File: src/pwmst_defs.svh
// Offsets, field positions, reset values and counts for the PWM output steering block.
// Assumes a 250 MHz system clock and an AXI4-Lite register port with 32-bit data.
// Summary of operation
// - With sync set, steering changes wait for the next PWM period start.
// - With sync clear, steering changes apply at the next instruction-cycle boundary.
// - In single-output PWM mode, enabled outputs drive the PWM waveform, polarity from the low mode bits.
// - Disabled outputs are released to their general-purpose port function.
`ifndef PWMST_DEFS_SVH
`define PWMST_DEFS_SVH
`define PWMST_STEER_OFS 8'h00
`define PWMST_CCP_OFS 8'h04
`define PWMST_STAT_OFS 8'h08
`define PWMST_STEER_RST 5'h01
`define PWMST_CCP_RST 8'h00
`define PWMST_SYNC_BIT 4
`define PWMST_MODE_PWM 2'h3
`define PWMST_CFG_SINGLE 2'h0
`define PWMST_APPLIED_RST 4'h1
`define PWMST_INSTR_DIV 4
`define PWMST_RESP_OKAY 2'h0
`define PWMST_RESP_DECERR 2'h3
`endif

File: src/pwmst_pkg.sv
// Types shared by the PWM output steering block.
// Assumes pwmst_defs.svh is compiled alongside.
package pwmst_pkg;
  typedef struct packed {
    logic [3:0] out;
    logic [3:0] oe;
  } pwmst_pins_s;
  typedef struct packed {
    logic [4:0] steer;
    logic [7:0] ccp;
    logic [3:0] applied;
    logic [1:0] div;
    logic aw_got;
    logic [7:0] awaddr;
    logic w_got;
    logic [7:0] wdata;
    logic wstrb0;
    logic bvalid;
    logic [1:0] bresp;
    logic rvalid;
    logic [7:0] rdata;
    logic [1:0] rresp;
    pwmst_pins_s pins;
  } pwmst_state_s;
endpackage : pwmst_pkg

File: src/pwmst_top.sv
// PWM output steering with an AXI4-Lite register port.
// Assumes one 250 MHz clock, synchronous inputs and an outside PWM period-start pulse.
//
// Decided for this implementation: register access over AXI4-Lite and the register offsets.
`timescale 1ns/1ps
`include "pwmst_defs.svh"
module pwmst_top #(
  parameter int DIV_W = 2
) (
  input wire logic i_ref_clk,
  input wire logic i_resetn,
  input wire logic [7:0] i_awaddr,
  input wire logic i_awvalid,
  output logic o_awready,
  input wire logic [31:0] i_wdata,
  input wire logic [3:0] i_wstrb,
  input wire logic i_wvalid,
  output logic o_wready,
  output logic [1:0] o_bresp,
  output logic o_bvalid,
  input wire logic i_bready,
  input wire logic [7:0] i_araddr,
  input wire logic i_arvalid,
  output logic o_arready,
  output logic [31:0] o_rdata,
  output logic [1:0] o_rresp,
  output logic o_rvalid,
  input wire logic i_rready,
  input wire logic i_pwm_wave,
  input wire logic i_period_start,
  input wire logic [3:0] i_port_out,
  input wire logic [3:0] i_port_oe,
  output logic [3:0] o_pwm_out,
  output logic [3:0] o_pwm_oe
);
  localparam logic [DIV_W-1:0] DIV_LAST = DIV_W'(`PWMST_INSTR_DIV - 1);

  pwmst_pkg::pwmst_state_s s_r;
  pwmst_pkg::pwmst_state_s s_nxt;
  logic instr_en;
  logic active;
  logic aw_hs;
  logic w_hs;
  logic ar_hs;
  logic [7:0] wr_addr;
  logic [7:0] wr_data;
  logic wr_strb;
  logic [3:0] wave;
  logic wr_done;

  ////////////////////////////////////////////////////////////////////////////
  // Bus handshakes and derived terms.
  assign o_awready = !s_r.aw_got && !s_r.bvalid;
  assign o_wready = !s_r.w_got && !s_r.bvalid;
  assign o_arready = !s_r.rvalid;
  assign aw_hs = i_awvalid && o_awready;
  assign w_hs = i_wvalid && o_wready;
  assign ar_hs = i_arvalid && o_arready;
  assign o_bvalid = s_r.bvalid;
  assign o_bresp = s_r.bresp;
  assign o_rvalid = s_r.rvalid;
  assign o_rresp = s_r.rresp;
  assign o_rdata = {24'h000000, s_r.rdata};
  assign o_pwm_out = s_r.pins.out;
  assign o_pwm_oe = s_r.pins.oe;
  assign instr_en = (s_r.div == DIV_LAST);
  assign wr_addr = aw_hs ? i_awaddr : s_r.awaddr;
  assign wr_data = w_hs ? i_wdata[7:0] : s_r.wdata;
  assign wr_strb = w_hs ? i_wstrb[0] : s_r.wstrb0;
  assign wr_done = (aw_hs || s_r.aw_got) && (w_hs || s_r.w_got) && !s_r.bvalid;
  assign active = (s_r.ccp[3:2] == `PWMST_MODE_PWM) && (s_r.ccp[7:6] == `PWMST_CFG_SINGLE);
  assign wave = {i_pwm_wave ^ s_r.ccp[0], i_pwm_wave ^ s_r.ccp[1],
                 i_pwm_wave ^ s_r.ccp[0], i_pwm_wave ^ s_r.ccp[1]};

  ////////////////////////////////////////////////////////////////////////////
  // Next-state logic.
  always_comb begin
    s_nxt = s_r;
    s_nxt.div = instr_en ? '0 : s_r.div + 2'h1;
    if (s_r.steer[`PWMST_SYNC_BIT]) begin
      if (i_period_start) begin
        s_nxt.applied = s_r.steer[3:0];
      end
    end else if (instr_en) begin
      s_nxt.applied = s_r.steer[3:0];
    end
    for (int i = 0; i < 4; i++) begin
      if (active && s_r.applied[i]) begin
        s_nxt.pins.out[i] = wave[i];
        s_nxt.pins.oe[i] = 1'b1;
      end else begin
        s_nxt.pins.out[i] = i_port_out[i];
        s_nxt.pins.oe[i] = i_port_oe[i];
      end
    end
    if (aw_hs) begin
      s_nxt.aw_got = 1'b1;
      s_nxt.awaddr = i_awaddr;
    end
    if (w_hs) begin
      s_nxt.w_got = 1'b1;
      s_nxt.wdata = i_wdata[7:0];
      s_nxt.wstrb0 = i_wstrb[0];
    end
    if (wr_done) begin
      s_nxt.aw_got = 1'b0;
      s_nxt.w_got = 1'b0;
      s_nxt.bvalid = 1'b1;
      s_nxt.bresp = `PWMST_RESP_OKAY;
      case (wr_addr)
        `PWMST_STEER_OFS: begin
          if (wr_strb) begin
            s_nxt.steer = wr_data[4:0];
          end
        end
        `PWMST_CCP_OFS: begin
          if (wr_strb) begin
            s_nxt.ccp = wr_data;
          end
        end
        `PWMST_STAT_OFS: begin
          s_nxt.bresp = `PWMST_RESP_OKAY;
        end
        default: begin
          s_nxt.bresp = `PWMST_RESP_DECERR;
        end
      endcase
    end else if (s_r.bvalid && i_bready) begin
      s_nxt.bvalid = 1'b0;
    end
    if (ar_hs) begin
      s_nxt.rvalid = 1'b1;
      s_nxt.rresp = `PWMST_RESP_OKAY;
      case (i_araddr)
        `PWMST_STEER_OFS: begin
          s_nxt.rdata = {3'h0, s_r.steer};
        end
        `PWMST_CCP_OFS: begin
          s_nxt.rdata = s_r.ccp;
        end
        `PWMST_STAT_OFS: begin
          s_nxt.rdata = {3'h0, active, s_r.applied};
        end
        default: begin
          s_nxt.rdata = 8'h00;
          s_nxt.rresp = `PWMST_RESP_DECERR;
        end
      endcase
    end else if (s_r.rvalid && i_rready) begin
      s_nxt.rvalid = 1'b0;
    end
  end

  ////////////////////////////////////////////////////////////////////////////
  // State register.
  always_ff @(posedge i_ref_clk or negedge i_resetn) begin
    if (!i_resetn) begin
      s_r <= '0;
      s_r.steer <= `PWMST_STEER_RST;
      s_r.ccp <= `PWMST_CCP_RST;
      s_r.applied <= `PWMST_APPLIED_RST;
    end else begin
      s_r <= s_nxt;
    end
  end
endmodule : pwmst_top

File: config.mk
export PLATFORM = sky130hd
export DESIGN_NAME = pwmst_top
export DESIGN_NICKNAME = d
export VERILOG_FILES = /design/src/pwmst_pkg.sv /design/src/pwmst_top.sv
export VERILOG_INCLUDE_DIRS = /design/src
export SDC_FILE = /design/constraint.sdc
export NUM_CORES = 1
export LEC_CHECK = 0
export BUFFER_PORTS_ARGS = -buffer_cell sky130_fd_sc_hd__buf_4
export CORE_MARGIN = 2
export CORE_UTILIZATION = 27
export DETAILED_ROUTE_END_ITERATION = 16
export PLACE_DENSITY_LB_ADDON = 0.2
export SYNTH_ARGS = -nofsm -noshare
export SYNTH_HDL_FRONTEND = slang
export SYNTH_SLANG_ARGS = --single-unit
File: constraint.sdc
create_clock -name i_ref_clk -period 2.8 [get_ports i_ref_clk]
set_input_delay 0.28 -clock i_ref_clk [delete_from_list [all_inputs] [get_ports i_ref_clk]]
set_output_delay 0.28 -clock i_ref_clk [all_outputs]
set_load 0.02 [all_outputs]
==> out/qor.csv, run 1 <==
metric,value,unit
status,"complete, but fails checks",
failing checks,negative hold slack,
"Setup violations, final",0,
filler instances,1053,
Vert. Die Dim,106,um
Max transition margin,50.5,%
ys async rst share,100,%
clock skew,0.0101,ns
top layer in use,met4,
GPL Wtd Cong,0.654,
"most common cell after layout, fill and taps aside",buf_4,
WL per Instance,12.8,um
Starting Density,27.4,%
setup TNS,0,ns
Worst EP required,3.02,ns
routed vias/inst,4.01,
Setup Slack @ Placement,-0.0365,ns
RSZ-0062 raised after global routing,false,
Layout Nets,346,
FMAX,370,MHz
critical path type,flop to flop,
most frequent cells in the layout,"buf_4, dfrtp_1, conb_1",
total global routing overflow,0,
Avg Inst Size Synth,12.6,sq um
largest net degree at the start of global routing,59,
Antenna Cells,0,
remaining antenna violation count,0,
Fin. Hold Viols,1,
row cnt,37,
number of synthesized flops with an enable pin,0,
multi-input logic area,1050,sq um
fin crit period,2.70,ns
WP data arrival,2.92,ns
core area,10200,sq um
die boundary width,106,um
Skew-Pair Late Insertion Delay,0.34,ns
Via Count,1672,
CP startpoint kind,flop,
initial antenna violation count,0,
Cell variety after synth,31,
Die ar.,11200,sq um
clock slew at reported path FFs,0.07,ns
Met1 Routed Length,2290,um
pins over their slew limit,0,
met3 WL,424,um
TritonCTS Buffers,9,
Syn Inst Count,222,
period utilization,96.4,%
GRT Util Overall,10.3,%
routed wl met2,2580,um
fin worst setup slack,0.0997,ns
Leakage,1.67,nW
Port Buffers,66,
clk buf depth,2,
WL final,5330,um
first-pass GRT wire length,8800,um
CTS tree,built,
crit-path max FO,8,
register bit total from synthesis,58,
Synth Cell Area,2790,sq um
Slew @ Worst Pin,0.743,ns
# clock sinks,58,
hold slack,-0.00251,ns
CP endpoint kind,flop,
dominant synthesized flop cell,dfrtp_1,
P&R area growth vs syn,21.9,%
Min-Delay Path Class,primary input to async pin,
drt drc,0,
num ports,118,
post-CTS setup buffers,0,
Hold Buf Count CTS,0,
max-cap violations,0,
share of layout cells above drive strength 1,47.0,%
Syn. warnings,0,
sequential cell area fraction in the yosys report,52.1,%
clk root buf,clkbuf_8,
Worst IR Drop VDD,0.487,mV
Power Density,747,nW/um^2
Final HPWL DP,3840,um
vias in the first global route,1747,
Sequential Area,1460,sq um
drt first pass iters,4,
Iter 0 DRT Violations,36,
H-Tree Level Count,3,
layer usage:
layer | vias up | global-route usage (%)
met5 | - | 0
met4 | 0 | 3.10
met3 | 4 | 5.07
met2 | 62 | 16.3
met1 | 801 | 12.3
li1 | 805 | -
worst max-delay path: stages (launching register included):
cell and delay [ns]:
dfrtp_1 0.42, nor3b_4 0.30, mux2_4 0.33, or4_4 0.55, or4_4 0.65, mux2_4 0.33
path summary, 6_finish.rpt:
path / from / endpoint / slack [ns] / depth (start not counted)
worst max-delay path: o_bvalid$_DFFE_PN0P_ / s_r[50]$_DFFE_PN0P_ / 0.1 / 5
worst min-delay path: i_resetn / s_r[36]$_DFFE_PN0N_ / -0.003 / 1
worst max register to register: o_bvalid$_DFFE_PN0P_ / s_r[50]$_DFFE_PN0P_ / 0.1 / 5
worst min register to register: s_r[41]$_DFF_PN0_ / s_r[41]$_DFF_PN0_ / 0.43 / 1
max in group asynchronous: i_resetn / s_r[40]$_DFFE_PN0P_ / 2.27 / 1
min in group i_ref_clk: i_rready / o_rvalid$_DFFE_PN0P_ / 0.11 / 2
report_power, final:
part           internal (mW)  switching, mW  total [mW]
sequential              1.04          0.103        1.14
combinational          0.369          0.334       0.704
clock                  0.344          0.351       0.695
total                   1.75          0.788        2.54
layout make-up:
class                      count  area share [%]
clock buffer                  10            4.04
clock inverter                 6            1.25
tap                          136            5.00
multi-input combinational    131            30.8
sequential                    58            42.8
timing repair buffer          70            15.4
inverter                       6           0.662
sequential cells by signal (all words and copies together) (netlist names):
name and flops:
o_bresp 1, o_bvalid 1, o_pwm_oe 4, o_pwm_out 4, o_rdata 8, o_rresp 1, o_rvalid 1, s_r 38
through the flow:
step           area [sq um]  power (mW)  util (%)  hold WS [ns]  std cells
5_1_grt                3400        2.71      33.4        0.0661        417
2_1_floorplan          2880        1.66         -       -0.0156        245
3_3_place_gp           3210        1.84      31.5         0.403        401
6_report               3400        2.54      33.4      -0.00251        417
3_5_place_dp           3210        1.85      31.5         0.405        401
4_1_cts                3390        2.58      33.3        0.0306        417
Yosys cell counts, types with 3 or more instances:
| cell | instances | area (sq um) |
|---|---|---|
| a21oi_1 | 7 | 35.0 |
| a22o_1 | 8 | 70.1 |
| buf_4 | 45 | 338 |
| clkbuf_1 | 3 | 11.3 |
| dfrtp_1 | 56 | 1400 |
| inv_1 | 6 | 22.5 |
| mux2_2 | 22 | 248 |
| mux2_4 | 14 | 210 |
| mux2i_1 | 9 | 90.1 |
| nand2_1 | 10 | 37.5 |
| nand2b_1 | 5 | 31.3 |
| nor2_1 | 5 | 18.8 |
| o21ai_0 | 7 | 35.0 |
| or4_1 | 3 | 22.5 |
kinds of logic after synthesis:
family | share of synthesized area (%)
AO/OA/AOI/OAI | 5.69
XOR/XNOR | 0.627
adder cells (fa/ha/maj) | 0.448
buffers and inverters | 14.1
flip-flops | 52.1
multiplexers | 19.6
other | 0.134
AND/OR/NAND/NOR | 7.30
repair_timing:
item,CTS,global route
cloned,0,0
hold endpoints to repair,0,0
setup endpoints to repair,5,8
pin swaps,0,2
resized for setup,1,3
No activity file was read; power rests on OpenSTA's default activity.
==> run 2: changes to the inputs <==
- ABC_AREA: unset -> 1
==> out/qor.csv, run 2 <==
metric,value,unit,change
status,"finished, final reports clean",,"was complete, but fails checks"
fin crit period,1.72,ns,was 2.70 ns
Syn. warnings,0,,unchanged
synth cell count leaders,"nand2_1, dfrtp_1, buf_4",,"was dfrtp_1, buf_4, mux2_2"
CP startpoint kind,flop,,unchanged
Worst EP required,3.01,ns,was 3.02 ns
met1 usage,12.8,%,was 12.3%
total global routing overflow,0,,unchanged
Synth Cell Area,3040,sq um,was 2790 sq um
clock slew at reported path FFs,0.05,ns,was 0.07 ns
"Setup violations, final",0,,unchanged
"most common cell after layout, fill and taps aside",nand2_1,,was buf_4
max-cap violations,0,,unchanged
Cell variety after synth,32,,was 31
GRT met3 Usage,3.23,%,was 5.07%
"Most flops, register",s_r,,unchanged
WL per Instance,11.3,um,was 12.8 um
number of synthesized flops with an enable pin,0,,unchanged
hold slack,0.0337,ns,was -0.00251 ns
Skew-Pair Late Insertion Delay,0.33,ns,was 0.34 ns
post-CTS setup buffers,0,,unchanged
pins over their slew limit,0,,unchanged
Final HPWL DP,4520,um,was 3840 um
WP data arrival,1.93,ns,was 2.92 ns
GPL Wtd Cong,0.692,,was 0.654
Avg Inst Size Synth,8.85,sq um,was 12.6 sq um
routed vias/inst,4.01,,about the same
TritonCTS Buffers,9,,unchanged
Antenna Cells,0,,unchanged
post-layout instance area,3750,sq um,was 3400 sq um
Max transition margin,49.6,%,was 50.5%
multi-input logic area,1160,sq um,was 1050 sq um
most frequent cells in the layout,"nand2_1, buf_4, dfrtp_1",,"was buf_4, dfrtp_1, conb_1"
Leakage,2.05,nW,was 1.67 nW
CTS tree,built,,unchanged
register bit total from synthesis,58,,unchanged
drt drc,0,,unchanged
Min-Delay Path Class,primary input to async pin,,unchanged
Via Count,2164,,was 1672
first-pass GRT wire length,9980,um,was 8800 um
Slew @ Worst Pin,0.756,ns,was 0.743 ns
met2 GRT Util,18.4,%,was 16.3%
top-count cell post-synth,nand2_1,,was dfrtp_1
Sequential Area,1450,sq um,was 1460 sq um
die boundary width,110,um,was 106 um
Port Buffers,66,,unchanged
remaining antenna violation count,0,,unchanged
"top cells by area, synth","dfrtp_1, nand2_1, buf_4",,"was dfrtp_1, buf_4, mux2_2"
WL final,6060,um,was 5330 um
Die ar.,12100,sq um,was 11200 sq um
row cnt,38,,was 37
RSZ-0062 raised after global routing,false,,unchanged
FMAX,581,MHz,was 370 MHz
setup TNS,0,ns,unchanged
clk buf depth,2,,unchanged
clock skew,0.00848,ns,was 0.0101 ns
Iter 0 DRT Violations,56,,was 36
Hold Buf Count CTS,0,,unchanged
sequential cell area fraction in the yosys report,47.8,%,was 52.1%
drt first pass iters,4,,unchanged
period utilization,61.5,%,was 96.4%
share of layout cells above drive strength 1,27.8,%,was 47.0%
dominant synthesized flop cell,dfrtp_1,,unchanged
critical path type,flop to flop,,unchanged
H-Tree Level Count,3,,unchanged
Synth top area share,46.1,%,was 50.2%
crit-path max FO,15,,was 8
core area,10900,sq um,was 10200 sq um
Synth area leader,dfrtp_1,,unchanged
post-CTS resize count,0,,was 1
max reg flops,38,,unchanged
filler instances,1165,,was 1053
num ports,118,,unchanged
Final Non-Filler Cells,539,,was 417
GRT Util Overall,10.8,%,was 10.3%
clk root buf,clkbuf_16,,was clkbuf_8
largest net degree at the start of global routing,59,,unchanged
initial antenna violation count,0,,unchanged
Placed Area,3420,sq um,was 3210 sq um
GRT busiest layer,met2,,unchanged
vias in the first global route,2124,,was 1747
Starting Density,27.8,%,was 27.4%
P&R area growth vs syn,23.2,%,was 21.9%
# clock sinks,58,,unchanged
ys async rst share,100,%,unchanged
Placed Cells incl. Taps,523,,was 401
Worst IR Drop VDD,0.363,mV,was 0.487 mV
Layout Nets,464,,was 346
Vert. Die Dim,110,um,was 106 um
Syn Inst Count,344,,was 222
CP endpoint kind,flop,,unchanged
Fin. Hold Viols,0,,was 1
Power Density,824,nW/um^2,was 747 nW/um^2
==> run 2: worst max-delay path: stages (launching register included) <==
cell	delay, ns
dfrtp_1	0.47
nor2_2	0.17
nand2_2	0.18
nand2_1	0.12
nand2_2	0.12
nor2_8	0.25
nand3_2	0.15
nand2_1	0.10
nand2_1	0.05
==> run 2: cell families (layout without fill, tap and decap cells) <==
group	count (synthesis)	count (layout)	share of synthesized area (%)
buffers and inverters	87	119	17.1
DFF	58	58	47.8
AOI/OAI and AO/OA	17	17	3.08
muxes	5	5	1.85
and+or+nand+nor	173	173	29.1
xor gates and xnor gates	2	2	0.576
other	1	24	0.123
adders and majority gates	1	1	0.411
==> run 2: metal layers <==
metal,share of wire (%),vias up
met5,0,-
li1,-,1124
met4,1.6,0
met3,6.9,9
met2,47,67
met1,44,964
==> run 2: power breakdown <==
group          internal (mW)  switching (mW)
clock network          0.804           0.393
logic                  0.269           0.564
registers              0.989          0.0711
total                   2.06            1.03
==> run 2: stage by stage <==
stage	power [mW]	setup slack [ns]	util, %
2_1_floorplan	1.75	1.17	-
3_3_place_gp	1.91	1.06	31.3
3_5_place_dp	1.92	1.06	31.3
4_1_cts	3.14	1.04	34.3
5_1_grt	3.28	0.883	34.3
6_report	3.09	1.08	34.3
==> run 2: worst paths after layout <==
path	from	endpoint	slack [ns]	cells past startpoint
setup / recovery	o_bvalid$_DFFE_PN0P_	s_r[56]$_DFFE_PN0P_	1.08	8
hold / removal	i_resetn	s_r[39]$_DFFE_PN0N_	0.03	1
setup reg to reg	o_bvalid$_DFFE_PN0P_	s_r[56]$_DFFE_PN0P_	1.08	8
hold reg to reg	s_r[41]$_DFF_PN0_	s_r[41]$_DFF_PN0_	0.43	1
max in group asynchronous	i_resetn	s_r[48]$_DFFE_PN0P_	2.27	1
min in group i_ref_clk	i_port_oe[3]	o_pwm_oe[3]$_DFF_PN0_	0.13	3
==> run 2: final cells by class <==
type	count	share of cell area, %
Clock inverter	6	2.40
Timing Repair Buffer	66	13.2
Tap cell	140	4.67
Sequential cell	58	38.8
Clock buffer	10	6.38
Multi-Input combinational cell	222	30.8
Inverter	37	3.70
==> run 3: changes to the inputs <==
- clock period: 2.8 -> 1.6 ns (I/O delays scaled with it)
==> out/qor.csv, run 3 (synthesized netlist as in run 2, its figures left out) <==
metric,value,unit,change
Fin. Hold Viols,0,,unchanged
drt first pass iters,4,,unchanged
post-layout instance area,4110,sq um,was 3750 sq um
WL final,6610,um,was 6060 um
clock slew at reported path FFs,0.05,ns,about the same
CTS tree,built,,unchanged
H-Tree Level Count,3,,unchanged
Placed Area,3580,sq um,was 3420 sq um
largest net degree at the start of global routing,38,,was 59
failing checks,negative setup slack,,
WP data arrival,1.83,ns,was 1.93 ns
pins over their slew limit,0,,unchanged
Leakage,2.22,nW,was 2.05 nW
routed vias/inst,4.07,,was 4.01
Worst EP required,1.82,ns,was 3.01 ns
hold slack,0.0175,ns,was 0.0337 ns
total global routing overflow,0,,unchanged
clk root buf,clkbuf_16,,unchanged
FMAX,619,MHz,was 581 MHz
first-pass GRT wire length,10900,um,was 9980 um
TritonCTS Buffers,9,,unchanged
row cnt,38,,unchanged
crit-path max FO,6,,was 15
Layout Nets,496,,was 464
fin crit period,1.62,ns,was 1.72 ns
Final HPWL DP,4850,um,was 4520 um
Port Buffers,66,,unchanged
Antenna Cells,0,,unchanged
CP endpoint kind,flop,,unchanged
Power Density,1420,nW/um^2,was 824 nW/um^2
P&R area growth vs syn,35.1,%,was 23.2%
Worst IR Drop VDD,0.577,mV,was 0.363 mV
status,"complete, but fails checks",,"was finished, final reports clean"
"most common cell after layout, fill and taps aside",nand2_1,,unchanged
clock skew,0.00751,ns,was 0.00848 ns
vias in the first global route,2291,,was 2124
remaining antenna violation count,0,,unchanged
Starting Density,27.8,%,unchanged
initial antenna violation count,0,,unchanged
critical path type,flop to flop,,unchanged
GRT Util Overall,11.8,%,was 10.8%
Die ar.,12100,sq um,unchanged
clk buf depth,2,,unchanged
Iter 0 DRT Violations,92,,was 56
Final Util,37.6,%,was 34.3%
most frequent cells in the layout,"nand2_1, buf_4, dfrtp_1",,unchanged
core area,10900,sq um,unchanged
die boundary width,110,um,unchanged
Skew-Pair Late Insertion Delay,0.33,ns,about the same
# clock sinks,58,,unchanged
Vert. Die Dim,110,um,unchanged
max reg flops,38,,unchanged
drt drc,0,,unchanged
"Most flops, register",s_r,,unchanged
"Setup violations, final",7,,was 0
GPL Wtd Cong,0.721,,was 0.692
share of layout cells above drive strength 1,37.4,%,was 27.8%
WL per Instance,11.6,um,was 11.3 um
RSZ-0062 raised after global routing,true,,was false
Via Count,2322,,was 2164
num ports,118,,unchanged
Overall Power,5.83,mW,was 3.09 mW
fin worst setup slack,-0.0159,ns,was 1.08 ns
Min-Delay Path Class,primary input to flop,,was primary input to async pin
period utilization,101,%,was 61.5%
setup TNS,-0.0557,ns,was 0 ns
CP startpoint kind,flop,,unchanged
max-cap violations,0,,unchanged
==> run 3: final timing paths <==
path	end	depth (start not counted)	start	slack, ns
worst max-delay path	s_r[51]$_DFFE_PN0P_	10	s_r[40]$_DFFE_PN0P_	-0.02
worst min-delay path	o_pwm_oe[1]$_DFF_PN0_	3	i_port_oe[1]	0.02
worst max register to register	s_r[51]$_DFFE_PN0P_	10	s_r[40]$_DFFE_PN0P_	-0.02
worst min register to register	s_r[41]$_DFF_PN0_	1	s_r[41]$_DFF_PN0_	0.43
max in group asynchronous	s_r[28]$_DFFE_PN0N_	3	i_resetn	0.72
min in group asynchronous	s_r[33]$_DFFE_PN0N_	2	i_resetn	0.33
==> run 3: metrics by stage <==
| stage | instances | worst slack [ns] |
|---|---|---|
| after global routing | 571 | -0.103 |
| final | 571 | -0.0159 |
| after floorplan | 367 | 0.0357 |
| after CTS | 561 | -0.00955 |
| after global placement | 538 | 0.00769 |
| after detailed placement | 538 | -0.0151 |
==> run 3: layout make-up <==
type | count | area (sq um)
fillers | 1156 | 6830
multi-input cells | 224 | 1270
well taps | 140 | 175
inverters | 37 | 139
clock inverters | 6 | 41.3
clock buffers | 10 | 239
flip-flops and latches | 58 | 1460
repair buffers | 96 | 792
==> run 3: worst max-delay path, cell delays in order, from the launching register on <==
cell     delay, ns
dfrtp_2       0.48
nor2_4        0.22
buf_12        0.14
nand2_8       0.07
nand2_4       0.07
nand2_2       0.07
nand2_4       0.12
nor2_8        0.06
buf_12        0.12
nand4_1       0.09
nand2_1       0.06
==> run 3: power by group <==
group	switching (mW)	internal [mW]	leakage [nW]
logic	1.23	0.927	1.37
clock network	0.701	1.09	0.131
registers	0.148	1.74	0.724
==> run 3: timing repair <==
action / CTS / global route
resized for setup: 4 / 22
pin swaps: 9 / 15
hold buffers: 2 / 0
hold endpoints to repair: 34 / 0
setup endpoints to repair: 12 / 13
setup buffers: 4 / 9
gates cloned: 1 / 1
==> run 3: routing by layer <==
metal | track usage, % | share of wire [%] | routed length, um | vias to the layer above
li1 | - | - | - | 1184
met1 | 14.5 | 44 | 2890 | 1052
met2 | 19.0 | 47 | 3080 | 73
met3 | 4.47 | 7.8 | 515 | 13
met4 | 4.46 | 1.8 | 122 | 0
met5 | 0 | 0 | 0 | -
